File: config.mk
export PLATFORM = sky130hd
export DESIGN_NAME = rps_top
export DESIGN_NICKNAME = d
export VERILOG_FILES = /design/src/rps_pkg.sv /design/src/rps_top.sv /design/src/rps_access_seq.sv
export VERILOG_INCLUDE_DIRS = /design/src
export SDC_FILE = /design/constraint.sdc
export NUM_CORES = 2
export LEC_CHECK = 0
export BUFFER_PORTS_ARGS = -buffer_cell sky130_fd_sc_hd__buf_2
export CORE_ASPECT_RATIO = 0.75
export CORE_MARGIN = 2
export CORE_UTILIZATION = 35
export CTS_CLUSTER_DIAMETER = 60
export CTS_CLUSTER_SIZE = 28
export DETAILED_ROUTE_END_ITERATION = 10
export GPL_ROUTABILITY_DRIVEN = 0
export SLEW_MARGIN = 25
export SYNTH_ARGS = -nofsm -noshare
export SYNTH_HDL_FRONTEND = slang
export SYNTH_HIERARCHICAL = 1
export SYNTH_SLANG_ARGS = --single-unit
File: constraint.sdc
create_clock -name clk_i -period 8.28 [get_ports clk_i]
set_clock_uncertainty 0.15 [all_clocks]
set_input_delay 1.242 -clock clk_i [delete_from_list [all_inputs] [get_ports clk_i]]
set_output_delay 1.242 -clock clk_i [all_outputs]
set_load 0.05 [all_outputs]
File: src/rps_defs.svh
// Register indices, field positions, codes and reset values of the block
`ifndef RPS_DEFS_SVH
`define RPS_DEFS_SVH
// Register indices; the byte address is four times the index
`define RPS_IX_TXEN 8'hcc
`define RPS_IX_PSTAT 8'hcd
`define RPS_IX_PCTL 8'hce
`define RPS_IX_PDAT 8'hcf
`define RPS_IX_PCFG 8'hd0
`define RPS_IX_PEN 8'hd1
`define RPS_IX_SCFG 8'hd2
`define RPS_IX_SSTAT 8'hd3
`define RPS_IX_SCTL 8'hd4
`define RPS_IX_SDAT 8'hd5
`define RPS_IX_CHG0 8'hd6
`define RPS_IX_CHG1 8'hd7
`define RPS_IX_CHG2 8'hd8
`define RPS_IX_CHG3 8'hd9
// Reset value and writable masks
`define RPS_RST8 8'h00
`define RPS_PCFG_MASK 8'hc7
`define RPS_SCFG_MASK 8'h0e
// Field positions
`define RPS_B_EN 0
`define RPS_B_BUSY 0
`define RPS_B_RD 7
`define RPS_F_ADDR 6:0
`define RPS_B_SNAP 7
`define RPS_B_GTRK 6
`define RPS_F_GSEL 2:0
`define RPS_B_FRZ 3
`define RPS_B_DBNC 2
`define RPS_B_IRQEN 1
`define RPS_F_PSEL 7:5
`define RPS_B_STRK 4
`define RPS_F_ABCD 3:0
// Replacement selector codes
`define RPS_SEL_SLOT 3'h0
`define RPS_SEL_TRK 3'h1
`define RPS_SEL_ALAW 3'h2
`define RPS_SEL_MULAW 3'h3
// Indirect address map
`define RPS_PMEM_N 96
`define RPS_TRK_BASE 7'h20
`define RPS_COND_BASE 7'h40
`define RPS_PA_END 7'h5f
`define RPS_PA_HOLE0 7'h40
`define RPS_PA_HOLE1 7'h50
`define RPS_SA_END 7'h1f
`define RPS_SA_HOLE0 7'h00
`define RPS_SA_HOLE1 7'h10
// Timeslots without a change flag, the last timeslot, and flag index offsets
`define RPS_SLOT_FAS 5'h00
`define RPS_SLOT_MF 5'h10
`define RPS_SLOT_LAST 5'h1f
`define RPS_FLAG_OFS_LO 5'h01
`define RPS_FLAG_OFS_HI 5'h02
// Digital milliwatt sequences, first byte in the low lane
`define RPS_DMW_A 64'hb4a1a1b434212134
`define RPS_DMW_MU 64'h9e8b8b9e1e0b0b1e
// Indirect access duration in clock cycles
`define RPS_ACC_CYC 2
`endif

File: src/rps_pkg.sv
// Types shared by the rx payload and signaling control block
package rps_pkg;
    typedef logic [4:0] rps_slot_type;
    typedef logic [7:0] rps_byte_type;
    typedef logic [3:0] rps_abcd_type;
    typedef enum logic {SEQ_IDLE, SEQ_RUN} rps_seq_state_type;
endpackage

File: src/rps_top.sv
// Rx payload and rx signaling buffer control registers with datapath
`timescale 1ns/1ps
`include "rps_defs.svh"
////////////////////////////////////////////////////////////////////////////
// Notes on behaviour
// - Transmit payload enable bit switches all transmit payload functions.
// - Receive payload enable bit 0, reset 0, switches payload replacement, snapshot and trunk conditioning.
// - Each access status shows busy 1 during an indirect access, else 0.
// - Access control bit 7 is direction, 1 read; bits 6..0 address.
// - Payload indirect addresses 00-3F, 41-4F and 51-5F are valid.
// - Signaling indirect addresses 01-0F and 11-1F are valid.
// - Read: write address with direction 1; byte lands in data register.
// - Snapshot with multiframe sync repeats first frame ABCD all multiframe.
// - Global trunk bit forces conditioning ABCD; else per-slot enable does.
// - Global selector 000 uses each slot's own replacement field.
// - Global selector 001 sends each slot's data trunk code.
// - Selector 010 sends A-law, 011 mu-law milliwatt; others reserved.
// - Freeze holds stored ABCD at their previous value.
// - Debounce updates stored ABCD after two identical codewords only.
// - Interrupt enable drives interrupt while any change flag is set.
// - A change of stored ABCD sets that slot's change flag.
// - Writing 1 clears a change flag; writing 0 leaves it.
// - Flags 1-15 map to slots 1-15, flags 16-24 to slots 17-25.
// - Flags 25-30 in the fourth register map to slots 26-31.
module rps_top #(
    parameter int ACC_CYCLES = `RPS_ACC_CYC
) (
    // Clock and reset
    input wire logic clk_i,
    input wire logic rst_i,
    // Wishbone slave
    input wire logic wb_cyc_i,
    input wire logic wb_stb_i,
    input wire logic wb_we_i,
    input wire logic [9:0] wb_adr_i,
    input wire logic [3:0] wb_sel_i,
    input wire logic [31:0] wb_dat_i,
    output logic [31:0] wb_dat_o,
    output logic wb_ack_o,
    // Received payload stream
    input wire logic pay_v_i,
    input wire rps_pkg::rps_slot_type pay_slot_i,
    input wire rps_pkg::rps_byte_type pay_data_i,
    output logic rx_payload_valid_o,
    output rps_pkg::rps_byte_type rx_payload_o,
    // Received signaling stream
    input wire logic sig_v_i,
    input wire rps_pkg::rps_slot_type sig_slot_i,
    input wire rps_pkg::rps_abcd_type sig_abcd_i,
    input wire logic sig_first_i,
    input wire logic mf_sync_i,
    output logic rx_sig_valid_o,
    output rps_pkg::rps_abcd_type rx_signaling_out_o,
    // Status and control
    output logic irq_o,
    output logic tx_payload_ctrl_en_o
);
    import rps_pkg::*;
    localparam int ACC_BOUND = 64;

    if (ACC_CYCLES < 1 || ACC_CYCLES > ACC_BOUND) begin : g_chk
        $error("ACC_CYCLES out of range");
    end

    // Address window check shared by both indirect windows
    function automatic logic addr_ok(input logic [6:0] a,
            input logic [6:0] top, input logic [6:0] h0,
            input logic [6:0] h1);
        addr_ok = (a <= top) && (a != h0) && (a != h1);
    endfunction

    // One-hot change flag of a timeslot; slots 0 and 16 have none
    function automatic logic [29:0] flag_of(input rps_slot_type s);
        flag_of = '0;
        if (s > `RPS_SLOT_MF) begin
            flag_of[5'(s - `RPS_FLAG_OFS_HI)] = 1'b1;
        end else if (s != `RPS_SLOT_FAS && s != `RPS_SLOT_MF) begin
            flag_of[5'(s - `RPS_FLAG_OFS_LO)] = 1'b1;
        end
    endfunction

    // Byte of a milliwatt sequence at a frame phase
    function automatic rps_byte_type dmw(input logic [63:0] p,
            input logic [2:0] ph);
        dmw = p[{ph, 3'h0} +: 8];
    endfunction

    ////////////////////////////////////////////////////////////////////////
    // Bus decode; a request is taken once, in the cycle before ack
    logic req;
    logic wr;
    logic [7:0] idx;
    logic [7:0] cix;
    assign req = wb_cyc_i && wb_stb_i && !wb_ack_o;
    assign wr = req && wb_we_i && wb_sel_i[0];
    assign idx = wb_adr_i[9:2];
    assign cix = idx - `RPS_IX_CHG0;

    logic [7:0] pcfg;
    logic pen;
    logic [7:0] scfg;
    logic [7:0] pctl;
    logic [7:0] pdat;
    logic [7:0] sctl;
    logic [7:0] sdat;
    logic [29:0] chg;
    logic [7:0] pmem [0:`RPS_PMEM_N-1];
    rps_abcd_type sig_st [0:31];
    rps_abcd_type sig_last [0:31];
    rps_abcd_type snap [0:31];
    logic [2:0] ph;

    ////////////////////////////////////////////////////////////////////////
    // Indirect access sequencers; a start while busy is dropped
    logic p_start;
    logic p_busy;
    logic p_fire;
    logic s_start;
    logic s_busy;
    logic s_fire;
    logic p_ok;
    logic s_ok;
    assign p_start = wr && idx == `RPS_IX_PCTL && !p_busy;
    assign s_start = wr && idx == `RPS_IX_SCTL && !s_busy;
    assign p_ok = addr_ok(pctl[`RPS_F_ADDR], `RPS_PA_END,
        `RPS_PA_HOLE0, `RPS_PA_HOLE1);
    assign s_ok = addr_ok(sctl[`RPS_F_ADDR], `RPS_SA_END,
        `RPS_SA_HOLE0, `RPS_SA_HOLE1);

    rps_access_seq #(.CYCLES(ACC_CYCLES)) u_pseq (
        .clk_i(clk_i),
        .rst_i(rst_i),
        .start_i(p_start),
        .busy_o(p_busy),
        .fire_o(p_fire)
    );

    rps_access_seq #(.CYCLES(ACC_CYCLES)) u_sseq (
        .clk_i(clk_i),
        .rst_i(rst_i),
        .start_i(s_start),
        .busy_o(s_busy),
        .fire_o(s_fire)
    );

    ////////////////////////////////////////////////////////////////////////
    // Direct control registers; reserved bits are never stored
    always_ff @(posedge clk_i) begin
        if (rst_i) begin
            tx_payload_ctrl_en_o <= 1'b0;
            pcfg <= `RPS_RST8;
            pen <= 1'b0;
            scfg <= `RPS_RST8;
        end else if (wr) begin
            if (idx == `RPS_IX_TXEN)
                tx_payload_ctrl_en_o <= wb_dat_i[`RPS_B_EN];
            if (idx == `RPS_IX_PCFG)
                pcfg <= wb_dat_i[7:0] & `RPS_PCFG_MASK;
            if (idx == `RPS_IX_PEN)
                pen <= wb_dat_i[`RPS_B_EN];
            if (idx == `RPS_IX_SCFG)
                scfg <= wb_dat_i[7:0] & `RPS_SCFG_MASK;
        end
    end

    // Access control words; held still while their access runs
    always_ff @(posedge clk_i) begin
        if (rst_i) begin
            pctl <= `RPS_RST8;
            sctl <= `RPS_RST8;
        end else begin
            if (p_start)
                pctl <= wb_dat_i[7:0];
            if (s_start)
                sctl <= wb_dat_i[7:0];
        end
    end

    // Payload data register: host load, or read result at access end
    always_ff @(posedge clk_i) begin
        if (rst_i) begin
            pdat <= `RPS_RST8;
        end else if (p_fire && pctl[`RPS_B_RD]) begin
            pdat <= p_ok ? pmem[pctl[`RPS_F_ADDR]] : `RPS_RST8;
        end else if (wr && idx == `RPS_IX_PDAT && !p_busy) begin
            pdat <= wb_dat_i[7:0];
        end
    end

    // Signaling data register; stored ABCD sit in the low nibble
    always_ff @(posedge clk_i) begin
        if (rst_i) begin
            sdat <= `RPS_RST8;
        end else if (s_fire && sctl[`RPS_B_RD]) begin
            sdat <= s_ok ? {4'h0, sig_st[sctl[4:0]]} : `RPS_RST8;
        end else if (wr && idx == `RPS_IX_SDAT && !s_busy) begin
            sdat <= wb_dat_i[7:0];
        end
    end

    // Payload indirect store; holes and out-of-window writes are dropped
    always_ff @(posedge clk_i) begin
        if (rst_i) begin
            for (int i = 0; i < `RPS_PMEM_N; i++) begin
                pmem[i] <= `RPS_RST8;
            end
        end else if (p_fire && !pctl[`RPS_B_RD] && p_ok) begin
            pmem[pctl[`RPS_F_ADDR]] <= pdat;
        end
    end

    ////////////////////////////////////////////////////////////////////////
    // Signaling path: snapshot, debounce, freeze and change detection
    rps_abcd_type eff;
    rps_abcd_type cond;
    logic upd;
    logic [29:0] set;
    logic [31:0] clr;
    assign cond = pmem[`RPS_COND_BASE + {2'h0, sig_slot_i}][`RPS_F_ABCD];

    always_comb begin
        eff = sig_abcd_i;
        if (pen && pcfg[`RPS_B_SNAP] && mf_sync_i && !sig_first_i)
            eff = snap[sig_slot_i];
        upd = sig_v_i && !scfg[`RPS_B_FRZ] &&
            (!scfg[`RPS_B_DBNC] || eff == sig_last[sig_slot_i]);
        set = '0;
        if (upd && eff != sig_st[sig_slot_i])
            set = flag_of(sig_slot_i);
    end

    // First-frame codewords are caught for the rest of the multiframe
    always_ff @(posedge clk_i) begin
        if (rst_i) begin
            for (int i = 0; i < 32; i++) begin
                snap[i] <= '0;
                sig_last[i] <= '0;
            end
        end else if (sig_v_i) begin
            sig_last[sig_slot_i] <= eff;
            if (sig_first_i)
                snap[sig_slot_i] <= sig_abcd_i;
        end
    end

    // Stored ABCD; a host write lands after the stream update
    always_ff @(posedge clk_i) begin
        if (rst_i) begin
            for (int i = 0; i < 32; i++) begin
                sig_st[i] <= '0;
            end
        end else begin
            if (upd)
                sig_st[sig_slot_i] <= eff;
            if (s_fire && !sctl[`RPS_B_RD] && s_ok)
                sig_st[sctl[4:0]] <= sdat[`RPS_F_ABCD];
        end
    end

    // Clear mask from a write to one of the four flag registers
    always_comb begin
        clr = '0;
        if (wr && idx >= `RPS_IX_CHG0 && idx <= `RPS_IX_CHG3)
            clr = {24'h0, wb_dat_i[7:0]} << {cix[1:0], 3'h0};
    end

    // Change flags; a new change in the clearing cycle wins
    always_ff @(posedge clk_i) begin
        if (rst_i) begin
            chg <= '0;
        end else begin
            chg <= (chg & ~clr[29:0]) | set;
        end
    end

    // Interrupt level follows the enable and any pending flag
    always_ff @(posedge clk_i) begin
        if (rst_i) begin
            irq_o <= 1'b0;
        end else begin
            irq_o <= scfg[`RPS_B_IRQEN] && |chg;
        end
    end

    // Conditioning overrides the signaling sent on
    always_ff @(posedge clk_i) begin
        if (rst_i) begin
            rx_sig_valid_o <= 1'b0;
            rx_signaling_out_o <= '0;
        end else begin
            rx_sig_valid_o <= sig_v_i;
            if (pen && (pcfg[`RPS_B_GTRK] || cond_en()))
                rx_signaling_out_o <= cond;
            else
                rx_signaling_out_o <= eff;
        end
    end

    // Per-slot trunk enable of the slot now on the signaling stream
    function automatic logic cond_en();
        cond_en = pmem[`RPS_COND_BASE + {2'h0, sig_slot_i}][`RPS_B_STRK];
    endfunction

    ////////////////////////////////////////////////////////////////////////
    // Payload replacement; reserved selector codes pass data through
    logic [2:0] psel;
    rps_byte_type pout;
    always_comb begin
        psel = pcfg[`RPS_F_GSEL];
        if (psel == `RPS_SEL_SLOT)
            psel = pmem[{2'h0, pay_slot_i}][`RPS_F_PSEL];
        pout = pay_data_i;
        if (pen) begin
            case (psel)
                `RPS_SEL_TRK:
                    pout = pmem[`RPS_TRK_BASE + {2'h0, pay_slot_i}];
                `RPS_SEL_ALAW: pout = dmw(`RPS_DMW_A, ph);
                `RPS_SEL_MULAW: pout = dmw(`RPS_DMW_MU, ph);
                default: pout = pay_data_i;
            endcase
        end
    end

    // Milliwatt phase steps once per frame, after the last slot
    always_ff @(posedge clk_i) begin
        if (rst_i) begin
            ph <= 3'h0;
        end else if (pay_v_i && pay_slot_i == `RPS_SLOT_LAST) begin
            ph <= ph + 3'h1;
        end
    end

    // Registered payload output
    always_ff @(posedge clk_i) begin
        if (rst_i) begin
            rx_payload_valid_o <= 1'b0;
            rx_payload_o <= '0;
        end else begin
            rx_payload_valid_o <= pay_v_i;
            rx_payload_o <= pout;
        end
    end

    ////////////////////////////////////////////////////////////////////////
    // Register read mux; unmapped indices read zero and still ack
    logic [7:0] rdat;
    always_comb begin
        case (idx)
            `RPS_IX_TXEN: rdat = {7'h0, tx_payload_ctrl_en_o};
            `RPS_IX_PSTAT: rdat = {7'h0, p_busy};
            `RPS_IX_PCTL: rdat = pctl;
            `RPS_IX_PDAT: rdat = pdat;
            `RPS_IX_PCFG: rdat = pcfg;
            `RPS_IX_PEN: rdat = {7'h0, pen};
            `RPS_IX_SCFG: rdat = scfg;
            `RPS_IX_SSTAT: rdat = {7'h0, s_busy};
            `RPS_IX_SCTL: rdat = sctl;
            `RPS_IX_SDAT: rdat = sdat;
            `RPS_IX_CHG0, `RPS_IX_CHG1, `RPS_IX_CHG2, `RPS_IX_CHG3:
                rdat = 8'({2'h0, chg} >> {cix[1:0], 3'h0});
            default: rdat = `RPS_RST8;
        endcase
    end

    // Ack one cycle after the request; data captured with it
    always_ff @(posedge clk_i) begin
        if (rst_i) begin
            wb_ack_o <= 1'b0;
            wb_dat_o <= '0;
        end else begin
            wb_ack_o <= req;
            if (req && !wb_we_i)
                wb_dat_o <= {24'h0, rdat};
        end
    end
endmodule

File: src/rps_access_seq.sv
// Busy sequencer for one indirect access window
`timescale 1ns/1ps
`include "rps_defs.svh"
module rps_access_seq #(
    parameter int CYCLES = `RPS_ACC_CYC
) (
    // Clock and reset
    input wire logic clk_i,
    input wire logic rst_i,
    // Access request and progress
    input wire logic start_i,
    output logic busy_o,
    output logic fire_o
);
    import rps_pkg::*;
    localparam int CW = $clog2(CYCLES + 1);

    rps_seq_state_type state;
    logic [CW-1:0] cnt;

    if (CYCLES < 1) begin : g_chk
        $error("CYCLES must be at least one");
    end

    ////////////////////////////////////////////////////////////////////////
    // Busy spans the whole access; fire marks its last cycle
    assign busy_o = (state == SEQ_RUN);
    assign fire_o = (state == SEQ_RUN) && (cnt == '0);

    // Sequence state; a start while busy is not seen here
    always_ff @(posedge clk_i) begin
        if (rst_i) begin
            state <= SEQ_IDLE;
            cnt <= '0;
        end else begin
            unique case (state)
                SEQ_IDLE: begin
                    if (start_i) begin
                        state <= SEQ_RUN;
                        cnt <= CW'(CYCLES - 1);
                    end
                end
                SEQ_RUN: begin
                    if (cnt == '0) begin
                        state <= SEQ_IDLE;
                    end else begin
                        cnt <= cnt - 1'b1;
                    end
                end
            endcase
        end
    end
endmodule

### Yosys cells after proc, flatten, opt, wreduce, memory -nomap -nowiden

Memories as Yosys holds them, arrays and structs flattened. A register that Yosys moved wholly into a read port is not among the register bits.
Cells that the tools add are included.

* bits in registers: 105
* bits in writable memories: 1152
* bits of input ports: 77
* output and inout bits: 49
* logic and storage cells: 218
* memories kept: 4

Memories
* pmem: words 96, width 8, rd ports 4, clocked after Yosys merged registers in 1, wr ports 96, line rps_top.sv:107 `` logic [7:0] pmem [0:`RPS_PMEM_N-1]; ``
* sig_last: words 32, width 4, rd ports 1, clocked after Yosys merged registers in 0, wr ports 32, line rps_top.sv:109 `rps_abcd_type sig_last [0:31];`
* sig_st: words 32, width 4, rd ports 2, clocked after Yosys merged registers in 1, wr ports 32, line rps_top.sv:108 `rps_abcd_type sig_st [0:31];`
* snap: words 32, width 4, rd ports 1, clocked after Yosys merged registers in 0, wr ports 32, line rps_top.sv:110 `rps_abcd_type snap [0:31];`

* add/sub/neg operators: 8
* order comparisons: 9
* equality and inequality tests: 28
* shift-type cells: 4
* multiplexer cells: 69
* bitwise gates (word level): 5
* reduce and logical (&&, ||, !) cells: 70

Operators with widths (number)
* $shiftx 64x7->8 const A: 2
* $mux 30: 4
* $eq 8x8->1 const B: 14
* $pmux 8 s11: 1
* $mux 8: 7
* $logic_and 1x1->1: 39
* $and 30x30->30: 1
* $mux 5: 6
* $not 30->30: 1
* $or 30x30->30: 1
* $reduce_or 30->1: 1
* $shl 8x5->30: 1
* $shr 30x5->8: 1
* $mux 1: 29
* $mux 4: 7
* $pmux 8 s3: 1
* $mux 7: 3
* $reduce_or 4->1: 5
* $ne 7x7->1 const B: 2
* $lt 5x6->1 const B: 2
* $reduce_and 2->1: 6
* $demux 1 s5: 2
* $ge 5x1->1 const B: 2
* $logic_not 1->1: 9
* 32 further kinds: 46

### Depth between registers and ports, before layout

* word-level depth: 12
* depth in mapped cells: 15
* depth with buffers taken out: 8

### Modules after synthesis

The synthesis kept the hierarchy.

By module, submodules not included
* rps_top: instances 1, cells an instance 5023, area each 74716.7 µm², seq. area each 44502.7 µm²
* rps_access_seq: instances 2, cells an instance 16, area each 142.6 µm², seq. area each 60.1 µm²

### Worst setup path after synthesis

Ideal clock, no wire load.

* path type: input -> register
* start point: input port sig_first_i
* end point: memory sig_st[12][0] (netlist bit) (enable)
* setup time: 0.312 ns
* data arrival time: 4.148 ns
* required time: 7.818 ns
* slack: 3.670 ns
* cell stages on the path: 12
* path buffers: 4
* cell sequence: clkbuf_1 -> and4b_1 -> buf_2 -> o21ai_0 -> or4_1 -> a221o_1 -> o32a_1 -> clkbuf_1 -> xnor2_1 -> o41ai_4 -> buf_2 -> a311o_1

RTL lines
* from (decl): line rps_top.sv:50 `input wire logic sig_first_i,`
* to (decl): line rps_top.sv:108

==> flow_summary.toml <==
[clocking]
cts.sinks = 1525
post-cts-setup-buffer-count = 0
clk_path_buf_depth = 3
clk_pin_slew_ps = 80
tritoncts = "yes"
hold_buffers = 0
insertion_delay_ps = 800
htree_levels = 3
cts_inserted_buffers = 109
clockRootBuffer = "clkbuf_16"
cts_resized = 0

[floorplanning]
die_area_mm2 = 0.218
dieHeight_um = 405
pin_count = 126
fp-row-count = 147
start_util = 0.351
fp.coreArea_mm2 = 0.214
die_w_um = 539

[synthesis]
synthFlopType = "edfxtp_1"
synth-warning-count = 6
avgSynthCellArea_um2 = 14.8
synth_edf_count = 1408
synth_top_area_frac = 0.564
syn-cell-area_mm2 = 0.0750
yosysSeqAreaShare = 0.595
ys_ff_latch = 1525
synthArstFlopShare = 0
yosys-top-cells-area = "edfxtp_1 56%, mux4_2 17%, and2_1 6.3%"
synth.distinct_cells = 78
postSynthCellCount = 5055
synth_area_leader_cell = "edfxtp_1"

[detailed_routing]
drtIter0Drc = 5841
ant_nets = 0
viasPerCell = 5.70
via_count = 46100
wirelength_um = 209000
wire_per_inst_um = 25.8
firstDrtPassIters = 6
drc_errors = 0

[placement]
dp.final_hpwl_um = 136000
numPortBuffers = 72

[sta]
tns_ps = 0
tightest_slew_ps = 1090
slew_violations = 0
max_slew_margin = 0.268
clock.fmax_ghz = 0.176
fin_crit_ps = 5690
hold_violations = 0
post-route-period-util = 0.687
rsz0062_at_grt = "false"
report.final.setup_viol = 0

[setup_path]
worstPathCellList = "buf_6, buf_4, nand2_1, o32ai_1, a221o_1, o32a_1, buf_4, xnor2_1, o41ai_4, buf_12, a311o_1"
critical_path_arrival_ps = 6020
slowest_stage = "buf_4"
start_kind = "primary input"
startpoint = "sig_slot_i[1]"
cpMostUsedCell = "buf_4"
crit_path_max_fanout = 152
worstSetupEndpointType = "flop"
critical_path.max_stage_delay_ps = 770
r2r_start = "pcfg[7]"
critPathKind = "primary input to flop"
crit_required_ps = 8600

[pwr]
irDropWorstVdd_mv = 0.187
power_density_mw_per_mm2 = 193
p_leak_uw = 0.0279
power_frac_clock = 0.381
switching_share = 0.253
p_int_uw = 11900
p_total_uw = 16000
p_comb_frac = 0.066
p_seq_frac = 0.553
switchingPower_uw = 4040

[flow_run]
max-cap-violations = 0

[global_route]
grt_overflow = 0
grt_pass1_wl_um = 307000
grt.total_usage = 0.188
antenna_found_initial = 4
grt_max_degree = 182
grt_pass1_vias = 44500

[status]
status = "completed"

[min_path]
hp-class = "flop to flop"
min_from = "sdat[4]"

[finish]
areaGrowthSynthToFinish_pct = 10.5
nNetsFinal = 5236
drive_gt1_frac = 0.209
==> metrics by stage <==
step,std cells,instance area [um2],setup WS [ps],hold slack (ps),utilization
final,8084,82900,2590,315,0.388
after global routing,8082,82900,2520,334,0.388
after CTS,8081,82900,2840,320,0.388
after detailed placement,7873,78800,1990,308,0.369
after global placement,7873,78800,2120,296,0.369
after floorplan,5350,76100,3670,286,-
==> critical path, delay by kind of cell <==
| kind | cells | cell delay [ps] |
|---|---|---|
| compound gates | 5 | 1750 |
| xor+xnor | 1 | 240 |
| buf+inv | 4 | 2120 |
| simple gates | 1 | 480 |
==> layout make-up <==
class | count | area [um2]
multi-input cells | 3355 | 29500
inverters | 19 | 71.3
fillers | 19700 | 131000
flip-flops and latches | 1525 | 44700
repair buffers | 144 | 1030
diodes | 2 | 5.00
well taps | 2831 | 3540
clock inverters | 94 | 1280
clock buffers | 114 | 2770
==> sequential cells by signal (all words and copies together), names as in the netlist, 2 cells and up, named ones only <==
register and count:
chg 30, pcfg 5, pctl 8, pdat 8, ph 3, pmem 1024
rx_payload_o 8, rx_signaling_out_o 4, scfg 3, sctl 8, sdat 8, sig_last 128
sig_st 128, snap 128, u_pseq/cnt 2, u_sseq/cnt 2, wb_dat_o 8
==> cells in the mapped netlist (all sizes together), types with 56 or more instances <==
master,instances
nor3,71
clkbuf,288
and2,760
mux2i,73
edfxtp,1408
a22oi,77
nand2,187
mux4,576
or2,112
dfxtp,117
and3,133
a21oi,56
buf,163
nor2,394
a32o,122
==> path summary, 6_finish.rpt <==
kind / endpoint / slack, ps / depth (start not counted)
setup / recovery: sig_st[4][2] / 2590 / 11
hold / removal: sdat[4] / 310 / 2
setup reg to reg: sig_st[4][2] / 3260 / 10
hold reg to reg: sdat[4] / 310 / 2
==> power groups by stage <==
stage	clock network, uW	logic (uW)	registers (uW)
2_1_floorplan	0	714	8950
3_3_place_gp	0	1040	8990
3_5_place_dp	0	1050	9000
4_1_cts	6180	1050	8830
5_1_grt	6430	1120	8860
6_report	6090	1060	8830
==> cells by family after synthesis <==
logic type	after synthesis	share of synthesized area
AO/OA/AOI/OAI	500	0.0537
XOR/XNOR	15	0.00175
adder cells (fa/ha/maj)	5	0.000834
buffers and inverters	470	0.0273
flip-flops	1525	0.595
multiplexers	668	0.186
other	1	0.0000500
AND/OR/NAND/NOR	1871	0.136
==> per-layer routing <==
layer,GRT usage,share of wire
met1,0.286,0.44
met2,0.276,0.44
met3,0.0371,0.096
met4,0.0426,0.022
met5,0.000880,0
==> layout by cell type (no fill, tap or decap), types with 56 or more instances in the layout <==
cell type / n
or2_2: 112
dfxtp_1: 100
nor2_1: 389
buf_4: 67
a21oi_1: 56
a32o_1: 122
and3_1: 133
clkbuf_16: 110
mux2i_1: 73
mux4_2: 576
buf_2: 66
nand2_1: 187
conb_1: 296
a22oi_1: 77
and2_1: 758
nor3_1: 69
edfxtp_1: 1408
Note: power is estimated with default switching activity, not from simulation.
